## src/imsc_cfg.svh

```systemverilog
`ifndef IMSC_CFG_SVH
`define IMSC_CFG_SVH
// ==========================================================
// Register map, byte addresses on the AXI4-Lite port
`define IMSC_IDX_BASE    8'h00
`define IMSC_LEN_BASE    8'h40
`define IMSC_BAS_BASE    8'h80
`define IMSC_STAT_OFF    8'hC0
`define IMSC_CTRL_OFF    8'hC4
// ==========================================================
// Field positions
`define IMSC_STAT_ILL    0
`define IMSC_STAT_PEND   2:1
`define IMSC_CTRL_EXT    0
// ==========================================================
// Reset values and constants
`define IMSC_WORD_RST    32'h0000_0000
`define IMSC_CLS_MODIFY  2'h2
`define IMSC_LAT_INT     2'h1
`define IMSC_LAT_EXT     2'h2
`define IMSC_RESP_OKAY   2'h0
`define IMSC_RESP_SLVERR 2'h2
`endif

```

## src/imsc_pkg.sv

```systemverilog
package imsc_pkg;
  // ========================================================
  // Instruction classes, one-hot
  typedef enum logic [3:0] {
    IMSC_OP_NONE   = 4'h1,
    IMSC_OP_MODIFY = 4'h2,
    IMSC_OP_STACK  = 4'h4,
    IMSC_OP_CACHE  = 4'h8
  } imsc_op_t;

  // Instruction issued by the sequencer
  typedef struct packed {
    imsc_op_t    op;
    logic [1:0]  op_class_field;
    logic        bank;
    logic        bitrev;
    logic [2:0]  src;
    logic [2:0]  dst;
    logic        dst_given;
    logic [31:0] imm;
    logic        lpu, lpo, spu, spo, ppu, ppo;
    logic        conflict_cache_clear;
    logic        icache_inval_bit;
    logic        dcache_inval_bit, dcache_wback_bit;
    logic        pcache_inval_bit, pcache_wback_bit;
  } imsc_insn_t;

  // Stack strobes
  typedef struct packed {
    logic loop_push, loop_pop, sts_push, sts_pop, pc_push, pc_pop;
  } imsc_stk_t;

  // Cache maintenance strobes
  typedef struct packed {
    logic ic_inval, dc_inval, dc_wback, pc_inval, pc_wback, pc_flush;
  } imsc_cmo_t;
endpackage

```

## src/imsc_decoder.sv

```systemverilog
`timescale 1ns/1ps
`default_nettype none
`include "imsc_cfg.svh"

// Summary of operation
// - Modify adds 32-bit immediate to source index, writes destination, no address.
// - Without a destination, the source index register receives the result.
// - Nonzero length forces circular wraparound regardless of buffer enable.
// - Bit-reverse form reverses the modified value before write-back.
// - Bank bit 0 picks first generator indexes, 1 picks second.
// - Op class field value 10 decodes as immediate modify.
// - Stack instruction pushes or pops loop, status, PC stacks, may clear cache.
// - Pushes combine, pops combine, but push with pop is never issued.
// - Conflict-cache clear invalidates every entry.
// - Clear lands after one instruction internal, two external.
// - L1 cache operations stand alone, never combined with others.
// - Writeback, invalidate for data and program caches, flush for program cache only, by bit pairs.
// - Instruction cache invalidate acts on one line only.
// - Status stack pair: 10 push, 01 pop, 00 nothing.
// - Data cache pair: 10 invalidate, 01 and 11 writeback, 00 nothing.
// - Program cache pair: 10 invalidate, 01 writeback, 11 flush.
// - Loop stack pair: 10 push, 01 pop, 00 nothing.
// - PC stack pair: 10 push, 01 pop, 00 nothing.
module imsc_decoder
  import imsc_pkg::*;
(
  // Clock and reset
  input  wire logic        aclk,
  input  wire logic        aresetn,
  // Instruction issue
  input  wire logic        insn_valid,
  input  wire imsc_insn_t  insn,
  // Stack and cache strobes
  output var  imsc_stk_t   stk_o,
  output var  imsc_cmo_t   cmo_o,
  output var  logic [31:0] cmo_line_o,
  output var  logic        ccache_clr_o,
  // AXI4-Lite slave
  input  wire logic        s_axi_awvalid,
  output var  logic        s_axi_awready,
  input  wire logic [7:0]  s_axi_awaddr,
  input  wire logic        s_axi_wvalid,
  output var  logic        s_axi_wready,
  input  wire logic [31:0] s_axi_wdata,
  input  wire logic [3:0]  s_axi_wstrb,
  output var  logic        s_axi_bvalid,
  input  wire logic        s_axi_bready,
  output var  logic [1:0]  s_axi_bresp,
  input  wire logic        s_axi_arvalid,
  output var  logic        s_axi_arready,
  input  wire logic [7:0]  s_axi_araddr,
  output var  logic        s_axi_rvalid,
  input  wire logic        s_axi_rready,
  output var  logic [31:0] s_axi_rdata,
  output var  logic [1:0]  s_axi_rresp
);

  // ========================================================
  // Storage
  logic [31:0] idx_r  [16];
  logic [31:0] len_r  [16];
  logic [31:0] base_r [16];
  logic        ext_r;
  logic        ill_r;
  logic [1:0]  pend_r;

  // ========================================================
  // Decode
  logic       fire_mod, fire_stk, fire_cch;
  logic [3:0] src_sel, dst_sel;
  logic       any_push, any_pop, any_cch, any_stk, illegal;
  // Class qualification and register selection
  assign fire_mod = insn_valid && insn.op == IMSC_OP_MODIFY &&
                    insn.op_class_field == `IMSC_CLS_MODIFY;
  assign src_sel  = {insn.bank, insn.src};
  assign dst_sel  = insn.dst_given ? {insn.bank, insn.dst}
                                   : src_sel;
  assign any_push = insn.lpu | insn.spu | insn.ppu;
  assign any_pop  = insn.lpo | insn.spo | insn.ppo;
  assign any_stk  = any_push | any_pop | insn.conflict_cache_clear;
  assign any_cch  = insn.icache_inval_bit | insn.dcache_inval_bit |
                    insn.dcache_wback_bit | insn.pcache_inval_bit |
                    insn.pcache_wback_bit;
  // Push with pop, or cache maintenance mixed with stack bits, is refused
  assign illegal  = insn_valid &&
                    ((insn.op == IMSC_OP_STACK && (any_push && any_pop ||
                      any_cch)) ||
                     (insn.op == IMSC_OP_CACHE && any_stk));
  assign fire_stk = insn_valid && insn.op == IMSC_OP_STACK && !illegal;
  assign fire_cch = insn_valid && insn.op == IMSC_OP_CACHE && !illegal;

  // ========================================================
  // Modify datapath
  logic [31:0] src_val, len_val, base_val, sum, off, circ_val, mod_val;
  logic [31:0] rev_val;
  logic        circ;
  // Modulo 2^32 add, then single-step wrap inside the buffer
  assign src_val  = idx_r[src_sel];
  assign len_val  = len_r[src_sel];
  assign base_val = base_r[src_sel];
  assign sum      = src_val + insn.imm;
  assign off      = sum - base_val;
  assign circ     = len_val != 32'h0000_0000;
  always_comb begin
    circ_val = sum;
    if (off >= len_val) begin
      circ_val = insn.imm[31] ? sum + len_val : sum - len_val;
    end
  end
  // Bit reversal of the modified value
  for (genvar b = 0; b < 32; b++) begin : g_rev
    assign rev_val[b] = (circ ? circ_val[31-b] : sum[31-b]);
  end
  assign mod_val = insn.bitrev ? rev_val : (circ ? circ_val : sum);

  // ========================================================
  // AXI4-Lite write channel
  logic       aw_hold_r, w_hold_r, do_wr, aw_take, w_take;
  logic [7:0] aw_addr_r;
  logic [31:0] w_data_r;
  logic [3:0] w_strb_r;
  logic       wr_map, wr_hit_stat, wr_hit_ctrl;
  logic [1:0] wgrp;
  logic [3:0] wsel;
  assign aw_take     = s_axi_awvalid && s_axi_awready;
  assign w_take      = s_axi_wvalid && s_axi_wready;
  assign do_wr       = aw_hold_r && w_hold_r && !s_axi_bvalid;
  assign wgrp        = aw_addr_r[7:6];
  assign wsel        = aw_addr_r[5:2];
  assign wr_hit_stat = aw_addr_r == `IMSC_STAT_OFF;
  assign wr_hit_ctrl = aw_addr_r == `IMSC_CTRL_OFF;
  assign wr_map      = wgrp != 2'h3 || wr_hit_stat || wr_hit_ctrl;
  // Byte-lane merge
  function automatic logic [31:0] merge(input logic [31:0] old,
                                        input logic [31:0] upd,
                                        input logic [3:0]  strb);
    logic [31:0] res;
    res = old;
    for (int i = 0; i < 4; i++) begin
      if (strb[i]) begin
        res[i*8 +: 8] = upd[i*8 +: 8];
      end
    end
    return res;
  endfunction
  // Address and data capture, in either order
  always_ff @(posedge aclk) begin
    if (!aresetn) begin
      aw_hold_r     <= 1'b0;
      w_hold_r      <= 1'b0;
      aw_addr_r     <= 8'h00;
      w_data_r      <= `IMSC_WORD_RST;
      w_strb_r      <= 4'h0;
      s_axi_awready <= 1'b0;
      s_axi_wready  <= 1'b0;
    end else begin
      if (aw_take) begin
        aw_addr_r <= s_axi_awaddr;
      end
      if (w_take) begin
        w_data_r <= s_axi_wdata;
        w_strb_r <= s_axi_wstrb;
      end
      aw_hold_r     <= (aw_hold_r | aw_take) & !do_wr;
      w_hold_r      <= (w_hold_r | w_take) & !do_wr;
      s_axi_awready <= !((aw_hold_r | aw_take) & !do_wr);
      s_axi_wready  <= !((w_hold_r | w_take) & !do_wr);
    end
  end
  // Write response
  always_ff @(posedge aclk) begin
    if (!aresetn) begin
      s_axi_bvalid <= 1'b0;
      s_axi_bresp  <= `IMSC_RESP_OKAY;
    end else if (do_wr) begin
      s_axi_bvalid <= 1'b1;
      s_axi_bresp  <= wr_map ? `IMSC_RESP_OKAY : `IMSC_RESP_SLVERR;
    end else if (s_axi_bready) begin
      s_axi_bvalid <= 1'b0;
    end
  end

  // ========================================================
  // Index, length and base registers; the instruction wins a tie
  always_ff @(posedge aclk) begin
    if (!aresetn) begin
      for (int i = 0; i < 16; i++) begin
        idx_r[i]  <= `IMSC_WORD_RST;
        len_r[i]  <= `IMSC_WORD_RST;
        base_r[i] <= `IMSC_WORD_RST;
      end
    end else begin
      if (do_wr && wgrp == 2'h0) begin
        idx_r[wsel] <= merge(idx_r[wsel], w_data_r, w_strb_r);
      end
      if (do_wr && wgrp == 2'h1) begin
        len_r[wsel] <= merge(len_r[wsel], w_data_r, w_strb_r);
      end
      if (do_wr && wgrp == 2'h2) begin
        base_r[wsel] <= merge(base_r[wsel], w_data_r, w_strb_r);
      end
      if (fire_mod) begin
        idx_r[dst_sel] <= mod_val;
      end
    end
  end
  // Control: external-memory execution selects the longer latency
  always_ff @(posedge aclk) begin
    if (!aresetn) begin
      ext_r <= 1'b0;
    end else if (do_wr && wr_hit_ctrl && w_strb_r[0]) begin
      ext_r <= w_data_r[`IMSC_CTRL_EXT];
    end
  end
  // Sticky refusal flag, write one to clear; a new refusal wins
  always_ff @(posedge aclk) begin
    if (!aresetn) begin
      ill_r <= 1'b0;
    end else if (illegal) begin
      ill_r <= 1'b1;
    end else if (do_wr && wr_hit_stat && w_strb_r[0] &&
                 w_data_r[`IMSC_STAT_ILL]) begin
      ill_r <= 1'b0;
    end
  end

  // ========================================================
  // AXI4-Lite read channel
  logic [31:0] rd_mux;
  logic [1:0]  rgrp;
  logic [3:0]  rsel;
  assign rgrp = s_axi_araddr[7:6];
  assign rsel = s_axi_araddr[5:2];
  always_comb begin
    rd_mux = `IMSC_WORD_RST;
    case (rgrp)
      2'h0: rd_mux = idx_r[rsel];
      2'h1: rd_mux = len_r[rsel];
      2'h2: rd_mux = base_r[rsel];
      default: begin
        if (s_axi_araddr == `IMSC_STAT_OFF) begin
          rd_mux = {29'h0000_0000, pend_r, ill_r};
        end else if (s_axi_araddr == `IMSC_CTRL_OFF) begin
          rd_mux = {31'h0000_0000, ext_r};
        end
      end
    endcase
  end
  // One request at a time, answered on the next edge
  always_ff @(posedge aclk) begin
    if (!aresetn) begin
      s_axi_arready <= 1'b0;
      s_axi_rvalid  <= 1'b0;
      s_axi_rdata   <= `IMSC_WORD_RST;
      s_axi_rresp   <= `IMSC_RESP_OKAY;
    end else if (s_axi_arvalid && s_axi_arready) begin
      s_axi_arready <= 1'b0;
      s_axi_rvalid  <= 1'b1;
      s_axi_rdata   <= rd_mux;
      s_axi_rresp   <= (rgrp != 2'h3 || s_axi_araddr == `IMSC_STAT_OFF ||
                        s_axi_araddr == `IMSC_CTRL_OFF) ?
                       `IMSC_RESP_OKAY : `IMSC_RESP_SLVERR;
    end else if (s_axi_rvalid && s_axi_rready) begin
      s_axi_rvalid  <= 1'b0;
      s_axi_arready <= 1'b1;
    end else if (!s_axi_rvalid) begin
      s_axi_arready <= 1'b1;
    end
  end

  // ========================================================
  // Stack strobes, all raised together for one cycle
  always_ff @(posedge aclk) begin
    if (!aresetn) begin
      stk_o <= '0;
    end else begin
      stk_o.loop_push <= fire_stk && insn.lpu && !insn.lpo;
      stk_o.loop_pop  <= fire_stk && !insn.lpu && insn.lpo;
      stk_o.sts_push  <= fire_stk && insn.spu && !insn.spo;
      stk_o.sts_pop   <= fire_stk && !insn.spu && insn.spo;
      stk_o.pc_push   <= fire_stk && insn.ppu && !insn.ppo;
      stk_o.pc_pop    <= fire_stk && !insn.ppu && insn.ppo;
    end
  end
  // Conflict-cache clear: counts following instructions down
  always_ff @(posedge aclk) begin
    if (!aresetn) begin
      pend_r       <= 2'h0;
      ccache_clr_o <= 1'b0;
    end else begin
      ccache_clr_o <= insn_valid && pend_r == 2'h1;
      if (fire_stk && insn.conflict_cache_clear) begin
        pend_r <= ext_r ? `IMSC_LAT_EXT : `IMSC_LAT_INT;
      end else if (insn_valid && pend_r != 2'h0) begin
        pend_r <= pend_r - 2'h1;
      end
    end
  end
  // Cache maintenance strobes and line address
  always_ff @(posedge aclk) begin
    if (!aresetn) begin
      cmo_o      <= '0;
      cmo_line_o <= `IMSC_WORD_RST;
    end else begin
      cmo_o.ic_inval <= fire_cch && insn.icache_inval_bit;
      cmo_o.dc_inval <= fire_cch && insn.dcache_inval_bit &&
                        !insn.dcache_wback_bit;
      cmo_o.dc_wback <= fire_cch && insn.dcache_wback_bit;
      cmo_o.pc_inval <= fire_cch && insn.pcache_inval_bit &&
                        !insn.pcache_wback_bit;
      cmo_o.pc_wback <= fire_cch && !insn.pcache_inval_bit &&
                        insn.pcache_wback_bit;
      cmo_o.pc_flush <= fire_cch && insn.pcache_inval_bit &&
                        insn.pcache_wback_bit;
      if (fire_cch) begin
        cmo_line_o <= insn.imm;
      end
    end
  end
endmodule
`default_nettype wire

```

## config.mk

```make
export PLATFORM = sky130hd
export DESIGN_NAME = imsc_decoder
export DESIGN_NICKNAME = d
export VERILOG_FILES = /design/src/imsc_pkg.sv /design/src/imsc_decoder.sv
export VERILOG_INCLUDE_DIRS = /design/src /design/src/src
export SDC_FILE = /design/constraint.sdc
export NUM_CORES = 2
export LEC_CHECK = 0
export BUFFER_PORTS_ARGS = -buffer_cell sky130_fd_sc_hd__buf_2
export CAP_MARGIN = 10
export CELL_PAD_IN_SITES_DETAIL_PLACEMENT = 1
export CELL_PAD_IN_SITES_GLOBAL_PLACEMENT = 2
export CORE_UTILIZATION = 41
export CTS_BUF_LIST = sky130_fd_sc_hd__clkbuf_4 sky130_fd_sc_hd__clkbuf_8 sky130_fd_sc_hd__clkbuf_16
export DETAILED_ROUTE_END_ITERATION = 10
export HOLD_SLACK_MARGIN = 0.15
export MAX_ROUTING_LAYER = met4
export PLACE_DENSITY = 0.82
export SLEW_MARGIN = 20
export SYNTH_ARGS = -nofsm -noshare
export SYNTH_HDL_FRONTEND = slang
export SYNTH_SLANG_ARGS = --single-unit
```

## constraint.sdc

```tcl
create_clock -name aclk -period 13.8 [get_ports aclk]
set_input_delay 1.38 -clock aclk [delete_from_list [all_inputs] [get_ports aclk]]
set_output_delay 1.38 -clock aclk [all_outputs]
set_load 0.01 [all_outputs]
```

==> flow_summary.json <==
{
  "status": "completed",
  "nNetsFinal": 7518,
  "finalSetupViolations": 0,
  "startpoint": "insn[48]",
  "area_growth_pct": 10.45,
  "grt_max_degree": 113,
  "vdd_drop_max_mv": 0.1704,
  "post_route_cells_drive_above_1_share": 0.2426,
  "cts_inserted_buffers": 187,
  "tightestPinTransition_ns": 1.264,
  "grt-ovfl-total": 0,
  "die_h_um": 489.8,
  "maxSlewViolCount": 0,
  "grt_pass1_vias": 74595,
  "cp_common_cell": "a21oi_1",
  "reg2reg_from": "idx_r[3][0]$_DFFE_PP_",
  "synth_edf_count": 1536,
  "track_usage": 0.3411,
  "drt_iter0_drc": 10811,
  "routed_wl_mm": 400.1,
  "path_class": "in2reg",
  "min_period_ns": 11.52,
  "synth_warnings": 0,
  "ys.flop_type": "edfxtp_1",
  "vias": 73718,
  "final.hold.worst_slack_ns": 0.4651,
  "synth_compound_area_frac": 0.06803,
  "syn_area_um2": 97570,
  "synth-seq-area-share": 0.5002,
  "setup.worst_path.end": "idx_r[5][9]$_DFFE_PP_",
  "h-tree-depth": 4,
  "hpwl_mm": 267.3,
  "holdCritStartpoint": "cmo_line_o[25]$_SDFFE_PN0P_",
  "final_cell_mix": "1536 x edfxtp_1, 1068 x and3_1, 924 x mux4_2, 732 x nand2_1, 401 x o21ai_0",
  "crit_arrival_ns": 12.06,
  "ant_nets": 0,
  "post_cts_resized": 0,
  "finalCritPeriodShare": 0.8350,
  "initial_core_util": 0.4137,
  "clk_pin_slew_worst_paths_ns": 0.06,
  "layout_commonest_cell": "edfxtp_1",
  "hold_path.class": "reg2reg",
  "drt-vias-per-instance": 6.945,
  "max_cap_violations": 0,
  "worst-path-max-fanout": 50,
  "cts_buffer_depth": 3,
  "cts_tree": "yes",
  "rows": 178,
  "die_w_um": 489.8,
  "fin_total_pwr_mw": 15.08,
  "cts-root-buf": "clkbuf_16",
  "drc": 0,
  "insertion_delay_ns": 0.89,
  "core-area_um2": 235900,
  "layout_setup_ws_ns": 2.277,
  "postLayoutCoreUtil": 0.4569,
  "instances_no_fill": 10615,
  "p_leak_nw": 41.72,
  "slew_headroom": 0.1543,
  "hold_buffers": 0,
  "ios": 205,
  "fin_area_um2": 107800,
  "grt_pass1_wl_mm": 561.9,
  "rrSetupSlack_ns": 3.27,
  "yosys.area_share.simple": 0.1383,
  "async_reset_ff_frac": 0,
  "cpPeakStageDelay_ns": 0.79,
  "synth.distinct_cells": 89,
  "reg2reg_to": "idx_r[2][25]$_DFFE_PP_",
  "port_buffers": 202,
  "hold_viol_final": 0,
  "synth.mux.area_fraction": 0.2255,
  "power_density_nw_per_um2": 140.0,
  "synth-adder-area-share": 0.01617,
  "dp.cells": 10237,
  "startpoint_type": "input port",
  "fin_skew_ns": 0.05949,
  "fmaxAchievable_ghz": 0.08678,
  "synthXorXnorAreaFrac": 0.01067,
  "cts_sinks": 1670,
  "fin_setup_tns_ns": 0,
  "antenna_found_initial": 34,
  "dieArea_um2": 239900,
  "preCtsSetupSlack_ns": 1.494,
  "synth_top_family_by_area": "multiplexers",
  "synth-seq-cells": 1670,
  "crit_path_end_kind": "flip-flop",
  "syn_area_per_cell_um2": 12.97,
  "rsz0062_at_grt": "no",
  "crit_required_ns": 14.34,
  "crit_slowest_cell": "o21ai_1",
  "drt_pass1_iterations": 6,
  "netlist_instances": 7523,
  "wl_per_cell_um": 37.69,
  "post_dp_cell_area_um2": 101300,
  "reg2reg_depth": 36,
  "postCtsSetupBuffers": 0,
  "gp_congestion": 0.9861
}
-- registers in the layout, indices dropped and copies added (netlist names), 2 cells and up --
| name | cells |
|---|---|
| len_r | 512 |
| stk_o | 6 |
| base_r | 512 |
| pend_r | 2 |
| cmo_line_o | 32 |
| w_strb_r | 4 |
| idx_r | 512 |
| cmo_o | 6 |
| aw_addr_r | 8 |
| w_data_r | 32 |
| s_axi_rdata | 32 |
-- cells in the mapped netlist, drive strengths merged, types with 41 or more instances --
cell | count | area share
a21oi | 104 | 0.0053
inv | 130 | 0.0050
a21boi | 83 | 0.0064
nor2b | 41 | 0.0026
nand2 | 736 | 0.028
mux2i | 55 | 0.0056
nor3 | 58 | 0.0030
xnor2 | 93 | 0.0084
nor2 | 142 | 0.0055
clkbuf | 742 | 0.029
a21o | 57 | 0.0044
a22o | 138 | 0.012
and3 | 1068 | 0.068
dfxtp | 134 | 0.027
and2 | 42 | 0.0027
nand3 | 359 | 0.018
edfxtp | 1536 | 0.47
ha | 118 | 0.015
mux4 | 945 | 0.22
o21ai | 421 | 0.022
buf | 143 | 0.0075
-- how the worst min path moves through the flow --
stage	slack, ns	depth (start not counted)	endpoint
6_report	0.47	2	cmo_line_o[25]$_SDFFE_PN0P_
5_1_grt	0.48	2	cmo_line_o[0]$_SDFFE_PN0P_
4_1_cts	0.47	2	cmo_line_o[0]$_SDFFE_PN0P_
3_5_place_dp	0.46	2	cmo_line_o[0]$_SDFFE_PN0P_
3_3_place_gp	0.45	2	cmo_line_o[24]$_SDFFE_PN0P_
2_1_floorplan	0.44	2	ill_r$_SDFFE_PN0P_
-- layer usage --
layer / up-vias / routed length [um] / track usage
li1: 29029 / - / -
met1: 38301 / 145600 / 0.4202
met2: 5181 / 181600 / 0.5108
met3: 1207 / 48110 / 0.09452
met4: 0 / 24810 / 0.1814
met5: - / 0 / -
-- final cells by class --
class | instances | area, um2
antenna | 24 | 60.06
timing repair buffer | 450 | 3090
multi-input combinational | 4839 | 45030
clock buffer | 241 | 5207
inverter | 130 | 488.0
clock inverter | 111 | 1124
fill | 23701 | 128100
sequential | 1670 | 48820
tap | 3150 | 3941
-- worst max-delay path, delay by kind of cell --
family | cells | cell delay (ns)
AO/OA/AOI/OAI | 17 | 4.82
XOR/XNOR | 1 | 0.15
adder cells (fa/ha/maj) | 3 | 1.09
buffers and inverters | 4 | 1.77
multiplexers | 2 | 1.22
AND/OR/NAND/NOR | 4 | 1.11
-- cell families (layout without fill, tap and decap cells) --
kind of cell / after synthesis / in the layout
flip-flops: 1670 / 1670
multiplexers: 1008 / 1008
buffers and inverters: 1015 / 932
other: 1 / 26
AO/OA/AOI/OAI: 1015 / 1015
XOR/XNOR: 118 / 118
AND/OR/NAND/NOR: 2571 / 2571
adder cells (fa/ha/maj): 125 / 125
-- report_power, final --
part / leakage [nW] / switching, mW / total, mW / internal [mW]
sequential: 17.0 / 0.115 / 5.80 / 5.68
clock: 3.16 / 2.26 / 5.24 / 2.98
combinational: 21.6 / 2.76 / 4.05 / 1.30
total: 41.7 / 5.13 / 15.1 / 9.96
(Power assumes the default switching activity.)
